===== config.mk =====
export PLATFORM = sky130hd
export DESIGN_NAME = otm_output_mux
export DESIGN_NICKNAME = d
export VERILOG_FILES = /design/src/otm_term_sel.v /design/src/otm_cur_detect.v /design/src/otm_output_mux.v
export VERILOG_INCLUDE_DIRS = /design/src
export SDC_FILE = /design/constraint.sdc
export NUM_CORES = 1
export LEC_CHECK = 0
export ABC_AREA = 0
export BUFFER_PORTS_ARGS = -buffer_cell sky130_fd_sc_hd__buf_4
export CAP_MARGIN = 20
export CORE_AREA = 2 2 311 313
export DETAILED_ROUTE_END_ITERATION = 12
export DIE_AREA = 0 0 313 315
export PLACE_DENSITY = 0.54
export SYNTH_ARGS = -nofsm -noshare
export SYNTH_HDL_FRONTEND = slang
export SYNTH_SLANG_ARGS = --single-unit

===== constraint.sdc =====
create_clock -name clk -period 9.5 [get_ports clk]
set_clock_uncertainty 0.05 [all_clocks]
set_input_delay 0 -clock clk [delete_from_list [all_inputs] [get_ports clk]]
set_output_delay 0 -clock clk [all_outputs]
set_load 0.02 [all_outputs]

===== src/otm_map.vh =====
`ifndef OTM_MAP_VH
`define OTM_MAP_VH

// ----------------------------------------
// register word offsets
// ----------------------------------------
`define OTM_REG_SEL_OC1        5'h00
`define OTM_REG_SEL_OC2        5'h01
`define OTM_REG_SEL_OC3        5'h02
`define OTM_REG_SEL_OC4        5'h03
`define OTM_REG_SEL_OC5        5'h04
`define OTM_REG_SEL_RLY1       5'h05
`define OTM_REG_SEL_RLY2       5'h06
`define OTM_REG_START_FREQ     5'h07
`define OTM_REG_SU_BAND        5'h08
`define OTM_REG_FDET1          5'h09
`define OTM_REG_FDET1_REV      5'h0A
`define OTM_REG_FDET2          5'h0B
`define OTM_REG_FDET3          5'h0C
`define OTM_REG_REGEN_LIMIT    5'h0D
`define OTM_REG_THERM_TRIP     5'h0E
`define OTM_REG_CUR_THR        5'h0F
`define OTM_REG_CUR_TIME       5'h10
`define OTM_REG_STATUS         5'h11

// ----------------------------------------
// reset values
// ----------------------------------------
`define OTM_RST_SEL_OC1        16'h0000
`define OTM_RST_SEL_OC2        16'h0001
`define OTM_RST_SEL_OC3        16'h0002
`define OTM_RST_SEL_OC4        16'h0003
`define OTM_RST_SEL_OC5        16'h0004
`define OTM_RST_SEL_RLY1       16'h0063
`define OTM_RST_SEL_RLY2       16'h270F
`define OTM_RST_START_FREQ     16'h0032
`define OTM_RST_SU_BAND        16'h000A
`define OTM_RST_FDET           16'h0BB8
`define OTM_RST_REGEN_LIMIT    16'h0064
`define OTM_RST_THERM_TRIP     16'h03E8
`define OTM_RST_CUR_THR        16'h0064
`define OTM_RST_CUR_TIME       16'h0000

// ----------------------------------------
// selector codes
// ----------------------------------------
`define OTM_CODE_POS_MAX       16'h0063
`define OTM_CODE_NEG_BASE      16'h0064
`define OTM_CODE_NEG_MAX       16'h00C7
`define OTM_CODE_NONE          16'h270F

// ----------------------------------------
// status source bit positions
// ----------------------------------------
`define OTM_SRC_RUN            0
`define OTM_SRC_AT_SPEED       1
`define OTM_SRC_POWER_LOSS     2
`define OTM_SRC_STALL          3
`define OTM_SRC_FDET1          4
`define OTM_SRC_FDET2          5
`define OTM_SRC_FDET3          6
`define OTM_SRC_REGEN_PRE      7
`define OTM_SRC_THERM_PRE      8
`define OTM_SRC_PANEL          9
`define OTM_SRC_READY          10
`define OTM_SRC_CUR_DET        11
`define OTM_SRC_RUN_START      12
`define OTM_SRC_PF_DECEL       13
`define OTM_SRC_SERVO          14
`define OTM_SRC_FAULT          15

// ----------------------------------------
// timing
// ----------------------------------------
`define OTM_CLK_PERIOD_NS      50
`define OTM_TIME_UNIT_NS       1000000
`define OTM_PREALARM_PCT       24'h00_0055
`define OTM_FULL_PCT           24'h00_0064

`endif


===== src/otm_term_sel.v =====
`include "otm_map.vh"

module otm_term_sel (
    // clock and reset
    input  wire        clk,
    input  wire        rstn,
    // selection
    input  wire [15:0] code,
    input  wire [15:0] src,
    // terminal
    output reg         term
);

    reg  [15:0] base;
    reg         inv;
    reg         lvl;
    reg         next_term;

    // ----------------------------------------
    // function code to source level
    // ----------------------------------------
    function src_level;
        input [15:0] b;
        input [15:0] s;
        begin
            case (b)
                16'h0000: src_level = s[`OTM_SRC_RUN];
                16'h0001: src_level = s[`OTM_SRC_AT_SPEED];
                16'h0002: src_level = s[`OTM_SRC_POWER_LOSS];
                16'h0003: src_level = s[`OTM_SRC_STALL];
                16'h0004: src_level = s[`OTM_SRC_FDET1];
                16'h0005: src_level = s[`OTM_SRC_FDET2];
                16'h0006: src_level = s[`OTM_SRC_FDET3];
                16'h0007: src_level = s[`OTM_SRC_REGEN_PRE];
                16'h0008: src_level = s[`OTM_SRC_THERM_PRE];
                16'h000A: src_level = s[`OTM_SRC_PANEL];
                16'h000B: src_level = s[`OTM_SRC_READY];
                16'h000C: src_level = s[`OTM_SRC_CUR_DET];
                16'h002D: src_level = s[`OTM_SRC_RUN_START];
                16'h002E: src_level = s[`OTM_SRC_PF_DECEL];
                16'h0054: src_level = s[`OTM_SRC_SERVO];
                16'h005E, 16'h0063: src_level = s[`OTM_SRC_FAULT];
                // accepted codes without a producer here read low, so their inverted forms drive the terminal on
                default:  src_level = 1'b0;
            endcase
        end
    endfunction

    always @* begin
        base      = code;
        inv       = 1'b0;
        lvl       = 1'b0;
        next_term = 1'b0;
        if (code >= `OTM_CODE_NEG_BASE && code <= `OTM_CODE_NEG_MAX) begin
            base = code - `OTM_CODE_NEG_BASE;
            inv  = 1'b1;
        end
        lvl = src_level(base, src);
        if (code <= `OTM_CODE_NEG_MAX) begin
            next_term = lvl ^ inv;
        end
    end

    always @(posedge clk or negedge rstn) begin
        if (!rstn) begin
            term <= 1'b0;
        end else begin
            term <= next_term;
        end
    end

endmodule // otm_term_sel


===== src/otm_cur_detect.v =====
module otm_cur_detect #(
    parameter TICK_CYCLES = 20000
) (
    // clock and reset
    input  wire        clk,
    input  wire        rstn,
    // condition and hold time in units
    input  wire        over,
    input  wire [15:0] hold_units,
    // result
    output reg         det
);

    reg  [31:0] pre;
    reg  [16:0] units;

    // continuous excess for longer than hold
    always @(posedge clk or negedge rstn) begin
        if (!rstn) begin
            pre   <= 32'h0000_0000;
            units <= 17'h0_0000;
            det   <= 1'b0;
        end else if (!over) begin
            pre   <= 32'h0000_0000;
            units <= 17'h0_0000;
            det   <= 1'b0;
        end else begin
            if (pre >= TICK_CYCLES - 1) begin
                pre <= 32'h0000_0000;
                if (units <= {1'b0, hold_units}) begin
                    units <= units + 17'h0_0001;
                end
            end else begin
                pre <= pre + 32'h0000_0001;
            end
            det <= (units > {1'b0, hold_units});
        end
    end

endmodule // otm_cur_detect


===== src/otm_output_mux.v =====
`include "otm_map.vh"

module otm_output_mux #(
    parameter TICK_CYCLES = `OTM_TIME_UNIT_NS / `OTM_CLK_PERIOD_NS
) (
    // clock and reset
    input  wire        clk,
    input  wire        rstn,
    // register port
    input  wire [4:0]  addr,
    input  wire [15:0] wdata,
    input  wire        wr,
    input  wire        rd,
    output reg  [15:0] rdata,
    // drive state from internal producers
    input  wire        drive_operating,
    input  wire        reverse_dir,
    input  wire [15:0] out_freq,
    input  wire [15:0] set_freq,
    input  wire [15:0] out_current,
    input  wire        inst_power_fail,
    input  wire        undervoltage,
    input  wire        stall_active,
    input  wire [15:0] regen_duty_used,
    input  wire [15:0] thermal_accum,
    input  wire        panel_mode,
    input  wire        reset_proc_done,
    input  wire        drive_startable,
    input  wire        start_cmd,
    input  wire        powerfail_decel,
    input  wire        position_ctrl,
    input  wire        fault_active,
    // external pin
    input  wire        servo_on_input,
    // terminals
    output wire [4:0]  oc_out,
    output wire        relay_terminal_1,
    output wire        relay_terminal_2,
    output reg         thermal_trip
);

    // ----------------------------------------
    // configuration registers
    // ----------------------------------------
    reg  [15:0] sel_oc1;
    reg  [15:0] sel_oc2;
    reg  [15:0] sel_oc3;
    reg  [15:0] sel_oc4;
    reg  [15:0] sel_oc5;
    reg  [15:0] sel_rly1;
    reg  [15:0] sel_rly2;
    reg  [15:0] start_freq;
    reg  [15:0] su_band;
    reg  [15:0] fdet1;
    reg  [15:0] fdet1_rev;
    reg  [15:0] fdet2;
    reg  [15:0] fdet3;
    reg  [15:0] regen_limit;
    reg  [15:0] therm_trip_lvl;
    reg  [15:0] cur_thr;
    reg  [15:0] cur_time;

    // ----------------------------------------
    // status sources
    // ----------------------------------------
    reg         servo_meta;
    reg         servo_sync;
    reg         init_done;
    reg  [15:0] src;
    wire        cur_det;
    wire [15:0] freq_diff;
    wire [23:0] regen_scaled;
    wire [23:0] regen_limit_85;
    wire [23:0] therm_scaled;
    wire [23:0] therm_trip_85;
    wire [6:0]  terms;

    // ----------------------------------------
    // code acceptance
    // ----------------------------------------
    function code_ok;
        input [15:0] c;
        input        relay;
        reg   [15:0] b;
        begin
            b = c;
            if (c >= `OTM_CODE_NEG_BASE && c <= `OTM_CODE_NEG_MAX) begin
                b = c - `OTM_CODE_NEG_BASE;
            end
            if (c == `OTM_CODE_NONE) begin
                code_ok = 1'b1;
            end else if (c > `OTM_CODE_NEG_MAX) begin
                code_ok = 1'b0;
            end else begin
                case (b)
                    16'h0009, 16'h0015, 16'h0016, 16'h0017, 16'h0018,
                    16'h001D, 16'h0025, 16'h0026, 16'h0028:
                        code_ok = 1'b0;
                    16'h005C, 16'h005D:
                        code_ok = !relay;
                    default: begin
                        code_ok = (b <= 16'h0014) || (b == 16'h0027) || (b == 16'h0037) ||
                                  (b == 16'h0040) || (b == 16'h0046) ||
                                  (b >= 16'h0019 && b <= 16'h0024) || (b >= 16'h0029 && b <= 16'h002F) ||
                                  (b >= 16'h0053 && b <= 16'h0055) || (b >= 16'h005A && b <= `OTM_CODE_POS_MAX);
                    end
                endcase
            end
        end
    endfunction

    // ----------------------------------------
    // register writes
    // ----------------------------------------
    always @(posedge clk or negedge rstn) begin
        if (!rstn) begin
            sel_oc1        <= `OTM_RST_SEL_OC1;
            sel_oc2        <= `OTM_RST_SEL_OC2;
            sel_oc3        <= `OTM_RST_SEL_OC3;
            sel_oc4        <= `OTM_RST_SEL_OC4;
            sel_oc5        <= `OTM_RST_SEL_OC5;
            sel_rly1       <= `OTM_RST_SEL_RLY1;
            sel_rly2       <= `OTM_RST_SEL_RLY2;
            start_freq     <= `OTM_RST_START_FREQ;
            su_band        <= `OTM_RST_SU_BAND;
            fdet1          <= `OTM_RST_FDET;
            fdet1_rev      <= `OTM_RST_FDET;
            fdet2          <= `OTM_RST_FDET;
            fdet3          <= `OTM_RST_FDET;
            regen_limit    <= `OTM_RST_REGEN_LIMIT;
            therm_trip_lvl <= `OTM_RST_THERM_TRIP;
            cur_thr        <= `OTM_RST_CUR_THR;
            cur_time       <= `OTM_RST_CUR_TIME;
        end else if (wr) begin
            // out-of-range selector codes are dropped, old code kept
            case (addr)
                `OTM_REG_SEL_OC1:     if (code_ok(wdata, 1'b0)) sel_oc1 <= wdata;
                `OTM_REG_SEL_OC2:     if (code_ok(wdata, 1'b0)) sel_oc2 <= wdata;
                `OTM_REG_SEL_OC3:     if (code_ok(wdata, 1'b0)) sel_oc3 <= wdata;
                `OTM_REG_SEL_OC4:     if (code_ok(wdata, 1'b0)) sel_oc4 <= wdata;
                `OTM_REG_SEL_OC5:     if (code_ok(wdata, 1'b0)) sel_oc5 <= wdata;
                `OTM_REG_SEL_RLY1:    if (code_ok(wdata, 1'b1)) sel_rly1 <= wdata;
                `OTM_REG_SEL_RLY2:    if (code_ok(wdata, 1'b1)) sel_rly2 <= wdata;
                `OTM_REG_START_FREQ:  start_freq <= wdata;
                `OTM_REG_SU_BAND:     su_band <= wdata;
                `OTM_REG_FDET1:       fdet1 <= wdata;
                `OTM_REG_FDET1_REV:   fdet1_rev <= wdata;
                `OTM_REG_FDET2:       fdet2 <= wdata;
                `OTM_REG_FDET3:       fdet3 <= wdata;
                `OTM_REG_REGEN_LIMIT: regen_limit <= wdata;
                `OTM_REG_THERM_TRIP:  therm_trip_lvl <= wdata;
                `OTM_REG_CUR_THR:     cur_thr <= wdata;
                `OTM_REG_CUR_TIME:    cur_time <= wdata;
                default: begin
                end
            endcase
        end
    end

    // ----------------------------------------
    // register reads
    // ----------------------------------------
    always @(posedge clk or negedge rstn) begin
        if (!rstn) begin
            rdata <= 16'h0000;
        end else if (rd) begin
            case (addr)
                `OTM_REG_SEL_OC1:     rdata <= sel_oc1;
                `OTM_REG_SEL_OC2:     rdata <= sel_oc2;
                `OTM_REG_SEL_OC3:     rdata <= sel_oc3;
                `OTM_REG_SEL_OC4:     rdata <= sel_oc4;
                `OTM_REG_SEL_OC5:     rdata <= sel_oc5;
                `OTM_REG_SEL_RLY1:    rdata <= sel_rly1;
                `OTM_REG_SEL_RLY2:    rdata <= sel_rly2;
                `OTM_REG_START_FREQ:  rdata <= start_freq;
                `OTM_REG_SU_BAND:     rdata <= su_band;
                `OTM_REG_FDET1:       rdata <= fdet1;
                `OTM_REG_FDET1_REV:   rdata <= fdet1_rev;
                `OTM_REG_FDET2:       rdata <= fdet2;
                `OTM_REG_FDET3:       rdata <= fdet3;
                `OTM_REG_REGEN_LIMIT: rdata <= regen_limit;
                `OTM_REG_THERM_TRIP:  rdata <= therm_trip_lvl;
                `OTM_REG_CUR_THR:     rdata <= cur_thr;
                `OTM_REG_CUR_TIME:    rdata <= cur_time;
                `OTM_REG_STATUS:      rdata <= {7'h00, thermal_trip, 1'b0, terms};
                default:              rdata <= 16'h0000;
            endcase
        end else begin
            rdata <= 16'h0000;
        end
    end

    // ----------------------------------------
    // pin synchroniser and init
    // ----------------------------------------
    always @(posedge clk or negedge rstn) begin
        if (!rstn) begin
            servo_meta <= 1'b0;
            servo_sync <= 1'b0;
            init_done  <= 1'b0;
        end else begin
            servo_meta <= servo_on_input;
            servo_sync <= servo_meta;
            // held off until reset processing completes
            if (reset_proc_done) begin
                init_done <= 1'b1;
            end
        end
    end

    // ----------------------------------------
    // status derivation
    // ----------------------------------------
    assign freq_diff = (out_freq >= set_freq) ? (out_freq - set_freq) : (set_freq - out_freq);

    // widened so 85 percent compares exactly, without division
    assign regen_scaled   = {8'h00, regen_duty_used} * `OTM_FULL_PCT;
    assign regen_limit_85 = {8'h00, regen_limit} * `OTM_PREALARM_PCT;
    assign therm_scaled   = {8'h00, thermal_accum} * `OTM_FULL_PCT;
    assign therm_trip_85  = {8'h00, therm_trip_lvl} * `OTM_PREALARM_PCT;

    always @* begin
        src = 16'h0000;
        // running at or above start frequency
        src[`OTM_SRC_RUN]        = drive_operating && (out_freq >= start_freq);
        src[`OTM_SRC_AT_SPEED]   = drive_operating && (freq_diff <= su_band);
        src[`OTM_SRC_POWER_LOSS] = inst_power_fail || undervoltage;
        src[`OTM_SRC_STALL]      = stall_active;
        // separate reverse threshold for first detect
        src[`OTM_SRC_FDET1]      = reverse_dir ? (out_freq >= fdet1_rev) : (out_freq >= fdet1);
        src[`OTM_SRC_FDET2]      = out_freq >= fdet2;
        src[`OTM_SRC_FDET3]      = out_freq >= fdet3;
        src[`OTM_SRC_REGEN_PRE]  = regen_scaled >= regen_limit_85;
        src[`OTM_SRC_THERM_PRE]  = therm_scaled >= therm_trip_85;
        src[`OTM_SRC_PANEL]      = panel_mode;
        src[`OTM_SRC_READY]      = init_done && (drive_startable || drive_operating);
        src[`OTM_SRC_CUR_DET]    = cur_det;
        src[`OTM_SRC_RUN_START]  = drive_operating && start_cmd;
        src[`OTM_SRC_PF_DECEL]   = powerfail_decel;
        src[`OTM_SRC_SERVO]      = position_ctrl && servo_sync;
        src[`OTM_SRC_FAULT]      = fault_active;
    end

    always @(posedge clk or negedge rstn) begin
        if (!rstn) begin
            thermal_trip <= 1'b0;
        end else begin
            thermal_trip <= (thermal_accum >= therm_trip_lvl);
        end
    end

    // ----------------------------------------
    // current detection timer
    // ----------------------------------------
    // timed excess over threshold
    otm_cur_detect #(
        .TICK_CYCLES (TICK_CYCLES)
    ) u_cur_detect (
        .clk        (clk),
        .rstn       (rstn),
        .over       (out_current > cur_thr),
        .hold_units (cur_time),
        .det        (cur_det)
    );

    // ----------------------------------------
    // terminal selectors
    // ----------------------------------------
    // one registered selector per terminal
    otm_term_sel u_sel_oc1 (
        .clk  (clk),
        .rstn (rstn),
        .code (sel_oc1),
        .src  (src),
        .term (terms[0])
    );
    otm_term_sel u_sel_oc2 (
        .clk  (clk),
        .rstn (rstn),
        .code (sel_oc2),
        .src  (src),
        .term (terms[1])
    );
    otm_term_sel u_sel_oc3 (
        .clk  (clk),
        .rstn (rstn),
        .code (sel_oc3),
        .src  (src),
        .term (terms[2])
    );
    otm_term_sel u_sel_oc4 (
        .clk  (clk),
        .rstn (rstn),
        .code (sel_oc4),
        .src  (src),
        .term (terms[3])
    );
    otm_term_sel u_sel_oc5 (
        .clk  (clk),
        .rstn (rstn),
        .code (sel_oc5),
        .src  (src),
        .term (terms[4])
    );
    otm_term_sel u_sel_rly1 (
        .clk  (clk),
        .rstn (rstn),
        .code (sel_rly1),
        .src  (src),
        .term (terms[5])
    );
    otm_term_sel u_sel_rly2 (
        .clk  (clk),
        .rstn (rstn),
        .code (sel_rly2),
        .src  (src),
        .term (terms[6])
    );

    assign oc_out           = terms[4:0];
    assign relay_terminal_1 = terms[5];
    assign relay_terminal_2 = terms[6];

endmodule // otm_output_mux


==> run metrics, run 1 <==
Yosys top cell by area=dfrtp_1; drt pass-1 iters=8; Top reg by flops=u_cur_detect.pre; WL per Instance=approximately 22 µm; share of layout cells above drive strength 1=between 10% and 20%; Async S/R FF share, synth=between 90% and 100%; CORE AREA=between 90000 and 100000 µm²; failing checks=negative hold slack; top_reg_cell synth=dfrtp_1; Hold WS=-22.0 ps; top cell type's share of synthesized area=between 20% and 30%; Core Util, Final=around 39%; Initial Util=about a third; via/cell ratio=between 5 and 6; register area share after synthesis=between 20% and 30%; Largest regs=u_cur_detect.pre x32, u_cur_detect.units x17; hpwl dp=85500 µm; DRC=0; total setup buffers inserted after CTS=0; pwr/cell area=approximately 210 nW/µm²; most used cell, CP=inv_1; Setup crit start kind=flop; final worst path period need=a little under 8000 ps; # rows=~110; htree depth=2; Crit path required time=between 9000 and 10000 ps; Max Cap Violations=0; worst reg-to-reg setup slack=roughly 1600 ps; DR iter-0 viols=around 2500; top cells by area in the synthesized netlist=dfrtp_1, ha_1, inv_1; Die W=between 300 and 400 µm; Num Clock Sinks=349; final worst-path cycle share=between 80% and 90%; CP top delay family=compound AO/OA/AOI/OAI gates; leak pwr=roughly 17 nW; largest family of logic cells by synthesized area=adder cells; register bit total from synthesis=349; vias in the first global route=~27000; count of cell types in the netlist=100; Routed Antenna Nets=0; Avg Cell Area, Syn=just under 9 µm²; Post-Synth XOR/XNOR Area=under 10%; Synth Area in Compound Gates=between 10% and 20%; cell-internal power=between 4 and 5 mW; total gr overflow=0; mux cell area share after synthesis=under 10%; sw power=3.33 mW; Final nets=around 4400; Top Ports=about 140; synthesized area=approximately 33000 µm²; Hold Crit Class=primary input to flop; largest net degree at the start of global routing=72; clock share of power=22.8%; area of the die=just under 100000 µm²; setup_tns=0 ps; clock slew at reported path FFs=roughly 60 ps; peak supply drop=between 200 and 250 µV; Slew Viols, Final=0; total track usage=a little under a quarter; CTS Root Buffer Type=clkbuf_16; initial antenna violation count=6; max reg flops=32; simple-gate portion of the synthesized area=between 10% and 20%; Area Growth Syn to Fin=12.4%; Slew @ Worst Pin=about 1100 ps; final hold violations=1; Ys Warns=0; adder-cell share of the synthesized area=between 20% and 30%; Worst Path Arrival=roughly 8300 ps; RSZ-0062 raised after global routing=no; Final Setup Violations=0; Chip Height=between 300 and 400 µm; CP Max Fanout=5; slowest CP cell=a221oi_2; CTS Buf Count=43; global-route wire length before repair=around 170000 µm; Max Clk Rate=approximately 0.13 GHz; Post-Route WL=~110000 µm; worst path bufs/invs=5; total power=7.95 mW; Gate Count Post-Synth=between 3000 and 4000; outcome=finished, violations left; CTS max path bufs=3; Comb power frac=~53%; Worst Setup End Kind=flop; ANT cells=0; worst rel slew slack=~25%; Port Buffers=roughly 140; slowest stage delay, CP=approximately 850 ps; Post-synth EDFFs=0; DR vias=around 29000; worst skew pair latency=approximately 600 ps; Crit Path Class=flop to flop; switching part of the total=a little over two fifths; CTS tree=done; Placer Congestion=~0.96; Flop pwr share=23.9%
routing by layer:
layer | wire (µm) | vias to the layer above | share of wire [%] | track usage [%]
met2 | 49600 | 1047 | 44 | 35.1
met3 | 8070 | 231 | 7.2 | 3.61
met5 | 20 | - | 0.018 | 0
li1 | - | 13500 | - | -
met4 | 4760 | 2 | 4.2 | 8.78
met1 | 50200 | 13700 | 45 | 31.3
tightest hold or removal path: stages:
cell and delay [ps]:
buf_4 220, nand2_1 160, nor2_2 70, nand2_1 60, o21ai_0 60
per-stage QoR:
stage                     hold slack (ps)  instance area (µm²)  std cells  setup slack (ps)
after floorplan                      -346                33100       3730              3270
after global placement              -23.3                35300       5003              1860
after detailed placement            -24.4                35300       5003              1610
after CTS                            10.8                37100       5107              1570
after global routing                 23.0                37100       5109              1080
final                               -22.0                37100       5109              1640
synth_stat cells, types with 14 or more instances:
library cell and n:
fa_1 72, xnor2_1 58, or3_1 27, nand2_1 255, and2_1 33, o21a_1 35, nor4_1 27, a21oi_1 145
a211oi_1 34, a2111oi_0 14, mux2i_1 87, nor2_1 201, o31ai_1 14, nand3_1 82, a221oi_1 32, xor2_1 54
nand2b_1 32, or2_2 17, a222oi_1 18, and3_1 34, o211ai_1 27, a22oi_1 36, nor3_1 73, nor2b_1 55
o21ai_0 227, mux2_2 148, dfrtp_1 287, a21o_1 67, a31oi_1 50, clkbuf_1 145, nand4_1 46, inv_1 452
or4_1 24, o22ai_1 16, ha_1 453, dfstp_2 62
final cells by class:
class / count / area [µm²]
Multi-Input combinational cell: 2748 / 21900
Clock buffer: 57 / 1200
Sequential cell: 349 / 8810
Tap cell: 1276 / 1600
Fill cell: 9760 / 58600
Clock inverter: 23 / 345
Timing Repair Buffer: 200 / 1590
Inverter: 456 / 1710
path summary, 6_finish.rpt:
| check | start | endpoint | cells past startpoint |
|---|---|---|---|
| worst max-delay path | therm_trip_lvl[1] | u_sel_oc2.term | 28 |
| worst min-delay path | wr | fdet3[1] | 5 |
| worst max register to register | therm_trip_lvl[1] | u_sel_oc2.term | 28 |
| worst min register to register | servo_meta | servo_sync | 0 |
| max in group asynchronous | rstn | u_cur_detect.pre[2] | 3 |
| min in group asynchronous | rstn | sel_rly2[9] | 2 |
cells in the final DEF, fill, tap and decap left out, types with 58 or more instances in the layout:
master	instances
nor3_1	71
nand2_1	255
dfrtp_1	287
a21o_1	67
mux2i_1	87
o21ai_0	226
a21oi_1	145
fa_1	72
dfstp_2	62
ha_1	453
xnor2_1	58
nand3_1	82
buf_4	174
inv_1	452
mux2_2	148
nor2_1	200
power by group through the flow:
| stage | clock, mW | sequential (mW) | combinational (mW) |
|---|---|---|---|
| after floorplan | 0 | 1.80 | 3.21 |
| after global placement | 0 | 1.92 | 4.19 |
| after detailed placement | 0 | 1.92 | 4.23 |
| after CTS | 1.84 | 1.90 | 4.28 |
| after global routing | 1.90 | 1.91 | 4.93 |
| final | 1.81 | 1.90 | 4.24 |
kinds of logic after synthesis:
| kind of cell | count (synthesis) |
|---|---|
| XOR/XNOR | 112 |
| other | 1 |
| adder cells (fa/ha/maj) | 525 |
| multiplexers | 250 |
| buffers and inverters | 633 |
| AND/OR/NAND/NOR | 965 |
| flip-flops | 349 |
| AO/OA/AOI/OAI | 879 |
what timing repair did:
action	4_1_cts	5_1_grt
endpoints found under the setup margin	0	0
hold buffers	24	0
hold endpoints to repair	231	0
gates resized for setup	0	0
(Power assumes the default switching activity.)
==> run 2, diff against run 1 <==
==> constraint.sdc (replaced) <==
create_clock -name clk -period 8.04 [get_ports clk]
set_clock_uncertainty 0.05 [all_clocks]
set_input_delay 0 -clock clk [delete_from_list [all_inputs] [get_ports clk]]
set_output_delay 0 -clock clk [all_outputs]
set_load 0.02 [all_outputs]
==> run 2 against run 1 <==
Net effect: the flow now finishes without violations; largest cell class unchanged; final area decreased by 0.29%; wire length increased by 0.31%; clock power increased by 15%; combinational power increased by 18%; critical endpoint is now u_sel_oc1.term; highest routed layer is now met4; largest power group unchanged.
==> run metrics, run 2 (synthesis results as in run 1) <==
R2R Path End=u_sel_oc1.term (was u_sel_oc2.term); Port Buffers=141 (unchanged); FF-to-FF path depth=28 (unchanged); Final nets=4436 (was 4441); WL per Instance=22.2 µm (was 22.1 µm); Die W=313 µm (unchanged); Crit path required time=8460 ps (was 9900 ps); via/cell ratio=5.60 (was 5.58); total gr overflow=0 (unchanged); Initial Util=34.5% (unchanged); final worst-path cycle share=94.4% (was 82.7%); most frequent cells in the layout=ha_1, inv_1, dfrtp_1, nand2_1, o21ai_0 (unchanged); Worst Setup End Kind=flop (unchanged); vias in the first global route=27300 (was 27400); drt pass-1 iters=6 (was 8); peak supply drop=324 µV (was 216 µV); area of the die=98600 µm² (unchanged); outcome=complete, no violations (was finished, violations left); final hold violations=0 (was 1); # rows=114 (unchanged); filler instances=9631 (was 9760); area of the multi-input gates=21900 µm² (about the same); worst reg-to-reg setup slack=450 ps (was 1640 ps); Crit Path Class=flop to flop (unchanged); htree depth=2 (unchanged); DRC=0 (unchanged); Post-Route WL=113000 µm (about the same); Top reg by flops=u_cur_detect.pre (unchanged); global-route wire length before repair=171000 µm (about the same); pwr/cell area=252 nW/µm² (was 214 nW/µm²); Worst Path Arrival=8010 ps (was 8260 ps); CTS max path bufs=3 (unchanged); final worst path period need=7590 ps (was 7860 ps); Hold Crit Class=primary input to async pin (was primary input to flop); Placed Cells=5002 (was 5003); storage element area=8810 µm² (unchanged); leak pwr=17.4 nW (was 17.5 nW); Placer Congestion=0.956 (was 0.958); Chip Height=315 µm (unchanged); worst rel slew slack=21.8% (was 25.2%); Largest regs=u_cur_detect.pre x32, u_cur_detect.units x17 (unchanged); max reg flops=32 (unchanged); worst r2r src=therm_trip_lvl[1] (unchanged); DR vias=28600 (was 28500); CTS tree=done (unchanged); total setup buffers inserted after CTS=0 (unchanged); non-filler cells, final=5102 (was 5109); Top Ports=142 (unchanged); RSZ-0062 raised after global routing=no (unchanged); Setup crit start kind=flop (unchanged); worst skew pair latency=590 ps (was 600 ps); CTS Buf Count=42 (was 43); Max Clk Rate=0.132 GHz (was 0.127 GHz); largest net degree at the start of global routing=149 (was 72); Slew Viols, Final=0 (unchanged); clock slew at reported path FFs=60 ps (about the same); DR iter-0 viols=2743 (was 2491); hpwl dp=85500 µm (about the same); Max Cap Violations=0 (unchanged); commonest non-fill, non-tap cell in the layout=ha_1 (unchanged); Area Growth Syn to Fin=12.0% (was 12.4%); Num Clock Sinks=349 (unchanged); total track usage=22.6% (about the same); most used cell, CP=inv_1 (unchanged); CTS Root Buffer Type=clkbuf_16 (unchanged); initial antenna violation count=5 (was 6); setup_tns=0 ps (unchanged); Slew @ Worst Pin=1170 ps (was 1120 ps); slowest CP cell=a2111oi_0 (was a221oi_2); slowest stage delay, CP=690 ps (was 850 ps); CP Max Fanout=5 (unchanged); CORE AREA=95700 µm² (unchanged); share of layout cells above drive strength 1=13.7% (was 14.1%); Final Setup Violations=0 (unchanged); Routed Antenna Nets=0 (unchanged)
[run 2: cell count changes in the layout (fill, tap and decap cells not counted), moves of 2 or more]
cell | previous run | this run
buf_4 | 174 | 171
clkbuf_1 | 7 | 14
clkinv_2 | 7 | 2
clkinv_4 | 2 | 0
clkinvlp_4 | 4 | 1
dlygate4sd3_1 | 23 | 21
[run 2: what timing repair did]
item                      4_1_cts  5_1_grt
hold buffers                   21        0
hold endpoints to repair      251        0
resized for setup               0        0
[run 2: cell type report]
type	count	area share [%]
Multi-Input combinational cell	2748	59.1
Timing Repair Buffer	196	4.21
Inverter	456	4.62
Tap cell	1276	4.31
Clock buffer	62	3.20
Sequential cell	349	23.8
Clock inverter	14	0.774
Antenna cell	1	0.00676
[run 2: worst max-delay path, delay by kind of cell (launching register included)]
family / cells / cell delay, ps
fa+ha+maj: 6 / 2270
buf+inv: 5 / 310
flops: 1 / 430
xor+xnor: 1 / 90
mux: 1 / 350
simple gates: 5 / 1080
compound gates: 10 / 2880
[run 2: routing by layer]
metal / global-route usage (%) / wire (µm) / up-vias
met3: 4.06 / 8710 / 211
met2: 34.5 / 48900 / 1055
met1: 31.7 / 50400 / 13900
met4: 8.86 / 4990 / 0
li1: - / - / 13500
met5: 0 / 0 / -
[run 2: where the power goes]
group	switching [mW]	internal [mW]
Combinational	2.81	2.20
Clock	0.804	1.28
Sequential	0.262	1.97
[run 2: worst max path at each step]
stage	endpoint	slack, ps	from
CTS	u_sel_oc1.term	390	therm_trip_lvl[1]
global route	u_sel_oc1.term	20	therm_trip_lvl[1]
finish	u_sel_oc1.term	450	therm_trip_lvl[1]
floorplan	u_sel_oc2.term	1810	therm_trip_lvl[3]
detailed placement	u_sel_oc1.term	400	therm_trip_lvl[1]
global placement	u_sel_oc1.term	610	therm_trip_lvl[3]
[run 2: per-stage QoR]
stage               worst slack, ps  hold slack, ps  area [µm²]  total power [mW]  utilization, %
global route                   17.3            24.4       37000              10.2            38.7
floorplan                      1810            -346       33100              5.92               -
CTS                             386            3.38       37000              9.40            38.7
detailed placement              402            52.2       35300              7.26            36.9
finish                          449            6.74       37000              9.34            38.7
global placement                609            51.7       35300              7.20            36.9
